--- src/verilog/burner_pkg.sv ---
// constants and register map of the burner start sequencer
package burner_pkg;
  // ----------------------------------------------------------------
  // timebase
  // ----------------------------------------------------------------
  localparam int CLK_HZ = 25_000_000;
  localparam int TICK_MS = 100;
  localparam int TICK_CYC = CLK_HZ / 1000 * TICK_MS;
  localparam int PREPURGE_MS = 30_000;
  localparam int SHORT_PREIGN_MS = 2_000;
  localparam int SAFETY_MS = 5_000;
  localparam int POSTIGN_MS = 7_500;
  localparam int SECOND_STAGE_MS = 11_500;
  localparam int DAMPER_MS = 60_000;
  localparam logic [9:0] PREPURGE_TICKS = 10'(PREPURGE_MS / TICK_MS);
  localparam logic [9:0] SHORT_PREIGN_TICKS = 10'(SHORT_PREIGN_MS / TICK_MS);
  localparam logic [9:0] SAFETY_TICKS = 10'(SAFETY_MS / TICK_MS);
  localparam logic [9:0] POSTIGN_TICKS = 10'(POSTIGN_MS / TICK_MS);
  localparam logic [9:0] SECOND_STAGE_TICKS = 10'(SECOND_STAGE_MS / TICK_MS);
  localparam logic [9:0] DAMPER_TICKS = 10'(DAMPER_MS / TICK_MS);
  // ----------------------------------------------------------------
  // registers
  // ----------------------------------------------------------------
  localparam logic [3:0] CONFIG_OFS = 4'h0;
  localparam logic [3:0] CONTROL_OFS = 4'h4;
  localparam logic [3:0] STATUS_OFS = 4'h8;
  localparam logic [3:0] TIMER_OFS = 4'hc;
  localparam logic [5:0] CONFIG_RESET = 6'h00;
  localparam int CFG_RECYCLE_CUT = 0;
  localparam int CFG_DIRECT_LINK = 1;
  localparam int CFG_DAMPER_LO = 2;
  localparam int CFG_TMO_DISABLE = 4;
  localparam int CFG_SHORT_PREIGN = 5;
  localparam int CTL_REMOTE_RESET = 0;
  localparam logic [1:0] RESP_OKAY = 2'h0;
  localparam logic [1:0] RESP_SLVERR = 2'h2;
  // ----------------------------------------------------------------
  // synchronised input positions
  // ----------------------------------------------------------------
  localparam int IN_DEMAND = 0;
  localparam int IN_FLAME = 1;
  localparam int IN_DMAX = 2;
  localparam int IN_DMIN = 3;
  localparam int IN_HFREQ = 4;
  localparam int IN_BUTTON = 5;
  localparam int IN_REMOTE = 6;
  localparam int IN_SUPPLY = 7;
  typedef enum logic [3:0] {
    ST_IDLE, ST_WAIT_OPEN, ST_PREPURGE, ST_WAIT_MIN, ST_PREIGN, ST_SAFETY,
    ST_POSTIGN, ST_RUN, ST_HF_OPEN, ST_HIGH, ST_LOCKOUT, ST_RESET_WAIT
  } seq_state_t;
endpackage

--- src/verilog/burner_start_sequencer.sv ---
// burner start sequencer with axi4-lite register access
//
// Contract
// - heat demand switches on burner motor and ignition to start.
// - without damper monitoring pre-purge starts at once, else after damper open.
// - after 30 s pre-purge drop damper hold, wait for damper-minimum if monitored.
// - without damper monitoring continue straight on and open first-stage valve.
// - flame seen after fuel release lets sequence go to post-ignition and high flame.
// - high-flame release powers demand; damper opens first, second valve after maximum.
// - after high flame handling stay in run until demand change or fault.
// - no flame after fuel release closes fuel, lockout within 5 s.
// - lockout lights lamp, stays until local or remote reset.
// - after reset from lockout, new start once safety interval has ended.
// - repeat-cycle: flame loss closes fuel at once and restarts sequence.
// - direct-lockout: flame loss locks out at once, restart only after reset.
// - pre-ignition 30 s or 2 s; short ignition starts at end of pre-purge.
// - safety 5 s, post-ignition 7.5 s, second stage 11.5 s, no reset delay; the code waits the 5 s safety interval after reset.
// - cut mode strap gives repeat-cycle; external link forces direct lockout.
// - damper monitoring modes none, maximum, minimum, both, from straps.
// - missing expected damper end feedback leads to lockout.
// - cut timeout strap: missing damper feedback causes no lockout.
// - remote reset input beside local button, remote lockout indicator output.
// - damper feedback must arrive within 60 s, else lockout.
// - flame during pre-purge is stray light: lockout before fuel.
// - lockout kept through supply loss; otherwise restoration starts normally.
//
// Our own choices: register access over AXI4-Lite and the address map.
`timescale 1ns/1ps
module burner_start_sequencer #(
  parameter int TICK_CYCLES = burner_pkg::TICK_CYC
) (
  input wire logic aclk,
  input wire logic aresetn,
  input wire logic [3:0] s_axi_awaddr,
  input wire logic s_axi_awvalid,
  output logic s_axi_awready,
  input wire logic [31:0] s_axi_wdata,
  input wire logic [3:0] s_axi_wstrb,
  input wire logic s_axi_wvalid,
  output logic s_axi_wready,
  output logic [1:0] s_axi_bresp,
  output logic s_axi_bvalid,
  input wire logic s_axi_bready,
  input wire logic [3:0] s_axi_araddr,
  input wire logic s_axi_arvalid,
  output logic s_axi_arready,
  output logic [31:0] s_axi_rdata,
  output logic [1:0] s_axi_rresp,
  output logic s_axi_rvalid,
  input wire logic s_axi_rready,
  input wire logic heat_demand,
  input wire logic flame_present,
  input wire logic damper_max,
  input wire logic damper_min,
  input wire logic high_flame_request,
  input wire logic reset_button,
  input wire logic remote_reset,
  input wire logic supply_ok,
  output logic motor_hold_relay,
  output logic ignition,
  output logic damper_open_cmd,
  output logic first_stage_valve,
  output logic second_stage_valve,
  output logic high_flame_enable,
  output logic lockout_relay,
  output logic remote_lockout_lamp
);
  import burner_pkg::*;

  typedef struct packed {
    logic [7:0] s1;
    logic [7:0] s2;
    logic [23:0] tick_cnt;
    logic tick;
    logic [9:0] t;
    seq_state_t st;
    logic [5:0] cfg;
    logic sw_reset;
    logic motor;
    logic ign;
    logic dcmd;
    logic v1;
    logic v2;
    logic hf_en;
    logic lamp;
    logic aw_ok;
    logic [3:0] aw_addr;
    logic w_ok;
    logic [31:0] wdata;
    logic [3:0] wstrb;
    logic awready;
    logic wready;
    logic bvalid;
    logic [1:0] bresp;
    logic arready;
    logic rvalid;
    logic [31:0] rdata;
    logic [1:0] rresp;
  } state_t;

  state_t r;
  state_t next_r;
  seq_state_t ns;
  logic dem, flame, dmax, dmin, hfreq, pwr, rst_any;
  logic max_mon, min_mon, recycle, tmo, short_pi, running;

  // ----------------------------------------------------------------
  // decoded inputs and strap settings
  // ----------------------------------------------------------------
  assign dem = r.s2[IN_DEMAND];
  assign flame = r.s2[IN_FLAME];
  assign dmax = r.s2[IN_DMAX];
  assign dmin = r.s2[IN_DMIN];
  assign hfreq = r.s2[IN_HFREQ];
  assign pwr = r.s2[IN_SUPPLY];
  assign rst_any = r.s2[IN_BUTTON] | r.s2[IN_REMOTE] | r.sw_reset;
  assign max_mon = r.cfg[CFG_DAMPER_LO];
  assign min_mon = r.cfg[CFG_DAMPER_LO+1];
  assign recycle = r.cfg[CFG_RECYCLE_CUT] & ~r.cfg[CFG_DIRECT_LINK];
  assign short_pi = r.cfg[CFG_SHORT_PREIGN];
  assign tmo = (r.t >= DAMPER_TICKS) & ~r.cfg[CFG_TMO_DISABLE];
  assign running = (r.st == ST_POSTIGN) | (r.st == ST_RUN) | (r.st == ST_HF_OPEN) |
                   (r.st == ST_HIGH);

  // ----------------------------------------------------------------
  // next state of everything
  // ----------------------------------------------------------------
  always_comb begin
    next_r = r;
    // two-stage input synchronisers
    next_r.s1 = {supply_ok, remote_reset, reset_button, high_flame_request,
                 damper_min, damper_max, flame_present, heat_demand};
    next_r.s2 = r.s1;
    // single timebase tick for all intervals
    next_r.tick = 1'b0;
    if (r.tick_cnt >= 24'(TICK_CYCLES - 1)) begin
      next_r.tick_cnt = 24'h000000;
      next_r.tick = 1'b1;
    end else begin
      next_r.tick_cnt = r.tick_cnt + 24'h000001;
    end
    if (r.tick && r.t != 10'h3ff) begin
      next_r.t = r.t + 10'h001;
    end
    next_r.sw_reset = 1'b0;

    // sequencer
    ns = r.st;
    unique case (r.st)
      ST_IDLE: begin
        if (dem) begin
          ns = max_mon ? ST_WAIT_OPEN : ST_PREPURGE;
        end
      end
      ST_WAIT_OPEN: begin
        if (dmax) begin
          ns = ST_PREPURGE;
        end else if (tmo) begin
          ns = ST_LOCKOUT;
        end
      end
      ST_PREPURGE: begin
        if (flame) begin
          ns = ST_LOCKOUT;
        end else if (r.t >= PREPURGE_TICKS) begin
          if (min_mon) begin
            ns = ST_WAIT_MIN;
          end else begin
            ns = short_pi ? ST_PREIGN : ST_SAFETY;
          end
        end
      end
      ST_WAIT_MIN: begin
        if (flame) begin
          ns = ST_LOCKOUT;
        end else if (dmin) begin
          ns = short_pi ? ST_PREIGN : ST_SAFETY;
        end else if (tmo) begin
          ns = ST_LOCKOUT;
        end
      end
      ST_PREIGN: begin
        if (flame) begin
          ns = ST_LOCKOUT;
        end else if (r.t >= SHORT_PREIGN_TICKS) begin
          ns = ST_SAFETY;
        end
      end
      ST_SAFETY: begin
        if (r.t >= SAFETY_TICKS) begin
          ns = flame ? ST_POSTIGN : ST_LOCKOUT;
        end
      end
      ST_POSTIGN: begin
        if (r.t >= SECOND_STAGE_TICKS) begin
          ns = ST_RUN;
        end
      end
      ST_RUN: begin
        if (hfreq) begin
          ns = max_mon ? ST_HF_OPEN : ST_HIGH;
        end
      end
      ST_HF_OPEN: begin
        if (!hfreq) begin
          ns = ST_RUN;
        end else if (dmax) begin
          ns = ST_HIGH;
        end else if (tmo) begin
          ns = ST_LOCKOUT;
        end
      end
      ST_HIGH: begin
        if (!hfreq) begin
          ns = ST_RUN;
        end
      end
      ST_LOCKOUT: begin
        if (rst_any) begin
          ns = ST_RESET_WAIT;
        end
      end
      ST_RESET_WAIT: begin
        if (r.t >= SAFETY_TICKS) begin
          ns = ST_IDLE;
        end
      end
      default: ns = ST_LOCKOUT;
    endcase
    // flame loss while running
    if (running && !flame) begin
      ns = recycle ? ST_IDLE : ST_LOCKOUT;
    end
    // demand withdrawn outside lockout and reset wait ends the cycle, unless this cycle locks out
    if (!dem && r.st != ST_LOCKOUT && r.st != ST_RESET_WAIT && ns != ST_LOCKOUT) begin
      ns = ST_IDLE;
    end
    // supply loss keeps only a lockout
    if (!pwr && r.st != ST_LOCKOUT) begin
      ns = ST_IDLE;
    end
    next_r.st = ns;
    if (ns != r.st) begin
      next_r.t = 10'h000;
    end

    // outputs follow the next state so valves drop on the same edge
    next_r.motor = pwr && ns != ST_IDLE && ns != ST_LOCKOUT && ns != ST_RESET_WAIT;
    if (short_pi) begin
      next_r.ign = pwr && (ns == ST_PREIGN || ns == ST_SAFETY ||
                   (ns == ST_POSTIGN && next_r.t < POSTIGN_TICKS));
    end else begin
      next_r.ign = pwr && (ns == ST_WAIT_OPEN || ns == ST_PREPURGE || ns == ST_WAIT_MIN ||
                   ns == ST_SAFETY || (ns == ST_POSTIGN && next_r.t < POSTIGN_TICKS));
    end
    next_r.dcmd = pwr && (ns == ST_WAIT_OPEN || ns == ST_PREPURGE ||
                  ns == ST_HF_OPEN || ns == ST_HIGH);
    next_r.v1 = pwr && (ns == ST_SAFETY || ns == ST_POSTIGN || ns == ST_RUN ||
                ns == ST_HF_OPEN || ns == ST_HIGH);
    next_r.v2 = pwr && ns == ST_HIGH;
    next_r.hf_en = pwr && (ns == ST_RUN || ns == ST_HF_OPEN || ns == ST_HIGH);
    next_r.lamp = pwr && ns == ST_LOCKOUT;

    // axi4-lite write channel
    if (s_axi_awvalid && r.awready) begin
      next_r.aw_ok = 1'b1;
      next_r.aw_addr = s_axi_awaddr;
    end
    if (s_axi_wvalid && r.wready) begin
      next_r.w_ok = 1'b1;
      next_r.wdata = s_axi_wdata;
      next_r.wstrb = s_axi_wstrb;
    end
    if (r.bvalid && s_axi_bready) begin
      next_r.bvalid = 1'b0;
    end
    if (r.aw_ok && r.w_ok && !r.bvalid) begin
      next_r.aw_ok = 1'b0;
      next_r.w_ok = 1'b0;
      next_r.bvalid = 1'b1;
      next_r.bresp = RESP_OKAY;
      unique case ({r.aw_addr[3:2], 2'b00})
        CONFIG_OFS: begin
          if (r.wstrb[0]) begin
            next_r.cfg = r.wdata[5:0];
          end
        end
        CONTROL_OFS: begin
          next_r.sw_reset = r.wstrb[0] & r.wdata[CTL_REMOTE_RESET];
        end
        default: next_r.bresp = RESP_SLVERR;
      endcase
    end
    next_r.awready = !next_r.aw_ok && !next_r.bvalid;
    next_r.wready = !next_r.w_ok && !next_r.bvalid;

    // axi4-lite read channel
    if (r.rvalid && s_axi_rready) begin
      next_r.rvalid = 1'b0;
    end
    if (s_axi_arvalid && r.arready) begin
      next_r.rvalid = 1'b1;
      next_r.rresp = RESP_OKAY;
      unique case ({s_axi_araddr[3:2], 2'b00})
        CONFIG_OFS: next_r.rdata = {26'h0000000, r.cfg};
        CONTROL_OFS: next_r.rdata = 32'h00000000;
        STATUS_OFS: next_r.rdata = {12'h000, r.s2, r.lamp, r.hf_en, r.v2, r.v1,
                                    r.dcmd, r.ign, r.motor, 1'b0, 4'(r.st)};
        TIMER_OFS: next_r.rdata = {22'h000000, r.t};
        default: begin
          next_r.rdata = 32'h00000000;
          next_r.rresp = RESP_SLVERR;
        end
      endcase
    end
    next_r.arready = !next_r.rvalid;
  end

  // ----------------------------------------------------------------
  // state register
  // ----------------------------------------------------------------
  always_ff @(posedge aclk) begin
    if (!aresetn) begin
      r <= '0;
      r.st <= ST_IDLE;
      r.cfg <= CONFIG_RESET;
    end else begin
      r <= next_r;
    end
  end

  // port drive straight from flops
  assign s_axi_awready = r.awready;
  assign s_axi_wready = r.wready;
  assign s_axi_bvalid = r.bvalid;
  assign s_axi_bresp = r.bresp;
  assign s_axi_arready = r.arready;
  assign s_axi_rvalid = r.rvalid;
  assign s_axi_rdata = r.rdata;
  assign s_axi_rresp = r.rresp;
  assign motor_hold_relay = r.motor;
  assign ignition = r.ign;
  assign damper_open_cmd = r.dcmd;
  assign first_stage_valve = r.v1;
  assign second_stage_valve = r.v2;
  assign high_flame_enable = r.hf_en;
  assign lockout_relay = r.lamp;
  assign remote_lockout_lamp = r.lamp;
endmodule

--- config.mk ---
export PLATFORM = sky130hd
export DESIGN_NAME = burner_start_sequencer
export DESIGN_NICKNAME = d
export VERILOG_FILES = /design/src/verilog/burner_pkg.sv /design/src/verilog/burner_start_sequencer.sv
export SDC_FILE = /design/constraint.sdc
export NUM_CORES = 1
export LEC_CHECK = 0
export BUFFER_PORTS_ARGS = -buffer_cell sky130_fd_sc_hd__buf_2
export CAP_MARGIN = 20
export CORE_MARGIN = 2
export CORE_UTILIZATION = 45
export CTS_CLUSTER_SIZE = 8
export DETAILED_ROUTE_END_ITERATION = 7
export GPL_ROUTABILITY_DRIVEN = 0
export MAX_ROUTING_LAYER = met4
export PLACE_DENSITY = 0.7
export SLEW_MARGIN = 30
export SYNTH_ARGS = -nofsm -noshare
export SYNTH_HDL_FRONTEND = slang
export SYNTH_SLANG_ARGS = --single-unit
export TNS_END_PERCENT = 5
--- constraint.sdc ---
create_clock -name aclk -period 2.4 [get_ports aclk]
set_input_delay 0.48 -clock aclk [delete_from_list [all_inputs] [get_ports aclk]]
set_output_delay 0.48 -clock aclk [all_outputs]
set_load 0.02 [all_outputs]
# Word-level counts from Yosys, hierarchy flattened
# Cells that the tools add are included.
# op_classes
bitwise	11
eq_ne	32
n_reduce_logical	56
order_cmp	7
addsub	2
muxes	41
# ops
op	n
case mux 32 bit (4 select lines)	1
2-to-1 mux 4 bit	22
case mux 4 bit (12 select lines)	1
2-to-1 mux 37 bit	1
2-to-1 mux 35 bit	1
== test 4 x 3 -> 1 bit (second input constant)	8
== test 4 bit (second input constant)	7
logical AND 1 bit	26
adder 24 x 1 -> 24 bit (second input constant)	1
greater-or-equal comparator 24 x 22 -> 1 bit (second input constant)	1
2-to-1 mux 10 bit	2
!= test 4 bit (second input constant)	5
== test 4 x 2 -> 1 bit (second input constant)	4
logical OR 1 bit	14
adder 10 x 1 -> 10 bit (second input constant)	1
greater-or-equal comparator 10 bit (second input constant)	1
greater-or-equal comparator 10 x 5 -> 1 bit (second input constant)	1
greater-or-equal comparator 10 x 6 -> 1 bit (second input constant)	1
greater-or-equal comparator 10 x 7 -> 1 bit (second input constant)	1
greater-or-equal comparator 10 x 9 -> 1 bit (second input constant)	1
less-than comparator 10 x 7 -> 1 bit (second input constant)	1
!= test 10 bit (second input constant)	1
== test 4 x 1 -> 1 bit (second input constant)	2
zero test 1 bit	8
other kinds (15)	37
# totals
in_bits	59
out_inout_bits	49
register_bits	150
word_cells	176

# Depth between registers and ports, before layout
# depth
ltp_word	18
mapped_depth	12
depth_no_buf	10

# Least setup slack after synthesis
# OpenSTA, ideal clock, no wires.
# synth_timing
path_kind	reg-to-reg
startpoint	register r[112] (netlist bit)
endpoint	register r[133] (netlist bit)
synth_period_minus_slack_ns	2.483
path_slack_ns	-0.083
stages_incl_launch_ff	13
path_buffers	2
required_ns	2.335
arrival_ns	2.418
setup_ns	0.065
cell_sequence	dfxtp_1 ha_1 and4_1 clkbuf_1 o311a_1 o21ai_1 nand2_1 a2111oi_0 o21ai_1 a211oi_2 nand2_1 buf_2 nor2_1
# synth_via
elab_chain_len	2
elab_cells_between_ends	3
cone_classes	1 x add/sub; 1 x order compare; 1 x reduce/logical
# synth_lines
item	line	rtl
start, declared	burner_start_sequencer.sv:101	state_t r;
start signal, assigned	burner_start_sequencer.sv:328	r <= next_r;
greater-or-equal comparator 24 x 22 -> 1 bit	burner_start_sequencer.sv:136	if (r.tick_cnt >= 24'(TICK_CYCLES - 1)) begin
OR reduction 2 bit (no line)	-	
# Several ways; a longest one is shown, not always the timed one.
# A chain may end at the register's enable or synchronous reset.

# Worst setup path after layout
# layout_timing
startpoint	register r[97] (netlist bit)
endpoint	register r[101] (netlist bit)
# layout_via
elab_chain_len	12
elab_cells_between_ends	46
cone_classes	15 x eq/ne; 22 x mux; 3 x bitwise; 6 x reduce/logical
# layout_lines
item	line	rtl
== test 4 x 3 -> 1 bit	burner_start_sequencer.sv:122, burner_start_sequencer.sv:149	
OR 1 bit (3 in a row)	burner_start_sequencer.sv:122	assign running = (r.st == ST_POSTIGN) | (r.st == ST_RUN) | (r.st == ST_HF_OPEN) |
logical AND 1 bit	burner_start_sequencer.sv:231	if (running && !flame) begin
2-to-1 mux 4 bit	burner_start_sequencer.sv:231	
!= test 4 bit	burner_start_sequencer.sv:235	if (!dem && r.st != ST_LOCKOUT && r.st != ST_RESET_WAIT && ns != ST_LOCKOUT) begin
logical AND 1 bit	burner_start_sequencer.sv:235	
2-to-1 mux 4 bit	burner_start_sequencer.sv:235	
2-to-1 mux 4 bit	burner_start_sequencer.sv:239	if (!pwr && r.st != ST_LOCKOUT) begin
!= test 4 bit *	burner_start_sequencer.sv:243	if (ns != r.st) begin
2-to-1 mux 10 bit *	burner_start_sequencer.sv:243	
# Every way passes the cells marked *; elsewhere a longest branch is shown, timed or not.

==> impl_metrics.toml <==
[power_and_ir_drop]
peakVddDrop_uv = 617
power_density_nw_per_um2 = 549
p_leak_nw = 2.64

[critical_path]
end_kind = "flip-flop"
path_cells = "buf_6 > or4b_4 > nor3_4 > nand3_1 > nand4_1 > nor2_2 > a222oi_1 > and3_1 > nand4bb_1 > buf_6 > nor2_1"
critPathTopFamily = "simple AND/OR/NAND/NOR gates"
cp-start-kind = "flip-flop"
worst-path-buf-inv = 2
cp_slowest_stage_delay_ns = 0.57
worstPathMaxFanout = 10
crit_type = "reg -> reg"
crit_slowest_cell = "or4b_4"
worstPathRequired_ns = 2.68
crit_top_cell = "buf_6"
arrival_ns = 2.85

[timing]
setup_tns_ns = -1.54
setup_violations = 13
slew_viol_final = 0
clock.fmax_ghz = 0.389
finalCritPeriodShare_pct = 107
period_needed_ns = 2.57
skew_ns = 0.00425
fin_ws_ns = -0.173
rsz0062_at_grt = "true"
final_hold_viol_count = 0
max_slew_margin_pct = 64.3
worstMarginPinSlew_ns = 0.530

[logic_synthesis]
ys.flop_type = "dfxtp_1"
synth.area.top_cells = "dfxtp_1 (40%), nor2_1 (6.9%), buf_4 (5.4%)"
synth-edff-count = 0
synth-seq-cells = 106
ys_warn_count = 0
async_flop_share_pct = 0
synth.avg_cell_area_sq_um = 8.24
netlist.area_leader.share_pct = 40.3
synth_cell_types = 68
netlist_instances = 639
yosysSeqAreaShare_pct = 40.3
synth_top_area_cell = "dfxtp_1"
syn_area_sq_um = 5260

[floorplanning]
start_util_pct = 46.1
die_h_microns = 112
io_pins = 108
coreArea_sq_um = 11400
die_w_microns = 112
rows = 39
die_area_sq_um = 12600

[clock_network]
clk_pin_slew_ns = 0.07
cts_buffers = 9
cts_tree = "yes"
clk_latency_ns = 0.35
cts_sinks = 106
root_buffer = "clkbuf_16"
cts_buffer_depth = 2
cts_setup_buffers = 0
htree_levels = 3

[drt]
vias_per_cell = 5.51
wl_mm = 13.2
ant_nets = 0
via_count = 4885
drc = 0
dr.first_iter.drc_count = 420
first_pass_iters = 6
wl_per_cell_microns = 14.9

[final_layout]
largest_reg_flops = 57
drive_gt1_share_pct = 26.4
fillers = 1060
final_cell_mix = "dfxtp_1 (100), nor2_1 (96), buf_4 (83), buf_2 (59), nand2_1 (53)"
layout_commonest_cell = "dfxtp_1"
finalInstanceArea_sq_um = 6430
areaGrowthSynthToFinish_pct = 22.2
final_net_count = 800
top_register = "r"
utilization_pct = 56.4

[hold_path]
hp-class = "in -> reg"

[place]
io_buffers = 59
pre_cts_slack_ns = -0.280
dp_hpwl_mm = 9.94
place_area_sq_um = 6020

[global_routing]
overflow = 0
grt_max_degree = 29
grt_pass1_vias = 4708
antenna_found_initial = 1
grt_usage_pct = 22.0
grt_pass1_wl_mm = 22.2

[status]
status = "complete, but fails checks"
violations = "negative setup slack"

[job]
cap_violations = 0
-- final timing paths --
path | startpoint | end | slack [ns] | depth (start not counted)
worst max-delay path | r[97] | r[101] | -0.17 | 11
worst min register to register | next_r[140] | hfreq | 0.43 | 1
worst min-delay path | damper_max | next_r[138] | 0.33 | 2
worst max register to register | r[97] | r[101] | -0.17 | 11
-- layer usage --
metal / track usage [%] / part of all wire [%] / vias up
li1: - / - / 2378
met1: 27.7 / 45 / 2272
met2: 35.3 / 46 / 207
met3: 5.72 / 6.6 / 28
met4: 5.85 / 1.9 / 0
met5: - / 0 / -
-- cell families (layout without fill, tap and decap cells) --
family	after synthesis	in the layout	share of synthesized area [%]
AND/OR/NAND/NOR	298	298	28.2
flip-flops	106	106	40.3
AO/OA/AOI/OAI	97	97	12.7
buffers and inverters	85	172	9.22
XOR/XNOR	30	30	4.99
multiplexers	19	19	3.71
adder cells (fa/ha/maj)	3	3	0.713
other	1	18	0.0712
-- cells in the mapped netlist (8+ instances only) --
| library cell | number |
|---|---|
| xnor2_1 | 10 |
| and2_1 | 19 |
| buf_2 | 19 |
| a22oi_1 | 9 |
| nor3_1 | 21 |
| mux2i_1 | 15 |
| nor2_1 | 97 |
| clkbuf_1 | 15 |
| buf_4 | 38 |
| nand2b_1 | 9 |
| nand2_1 | 53 |
| xor2_1 | 20 |
| nand4_1 | 10 |
| and3_1 | 10 |
| inv_1 | 11 |
| dfxtp_1 | 106 |
| nand3_1 | 41 |
| a21oi_1 | 29 |
| o21ai_0 | 8 |
-- area by class of cell --
class                           instances  area (sq um)  area share, %
Multi-Input combinational cell        464          2830           44.0
Sequential cell                       106          2130           33.1
Timing Repair Buffer                  145           952           14.8
Clock buffer                           10           229           3.56
Tap cell                              143           179           2.78
Clock inverter                          5          62.6          0.972
Inverter                               12          45.0          0.700
Antenna cell                            1          2.50         0.0389
-- timing repair --
action,4_1_cts,5_1_grt
hold buffers,0,0
resized for setup,9,21
endpoints found under the setup margin,39,41
endpoints found under the hold margin,0,0
pin swaps,4,8
-- stage by stage --
stage / hold WS, ns / instances / power (mW)
final: 0.332 / 886 / 3.53
after detailed placement: 0.420 / 870 / 2.11
after global placement: 0.413 / 870 / 2.10
after CTS: 0.325 / 885 / 3.56
after floorplan: 0.412 / 655 / 2.05
after global routing: 0.325 / 886 / 3.66
-- power by group --
part	leakage (nW)	switching [mW]	internal, mW	total (mW)
combinational	1.64	0.149	0.0884	0.237
sequential	0.865	0.0328	1.80	1.83
clock	0.136	0.652	0.811	1.46
total	2.64	0.834	2.70	3.53
No activity file was read; power rests on OpenSTA's default activity.
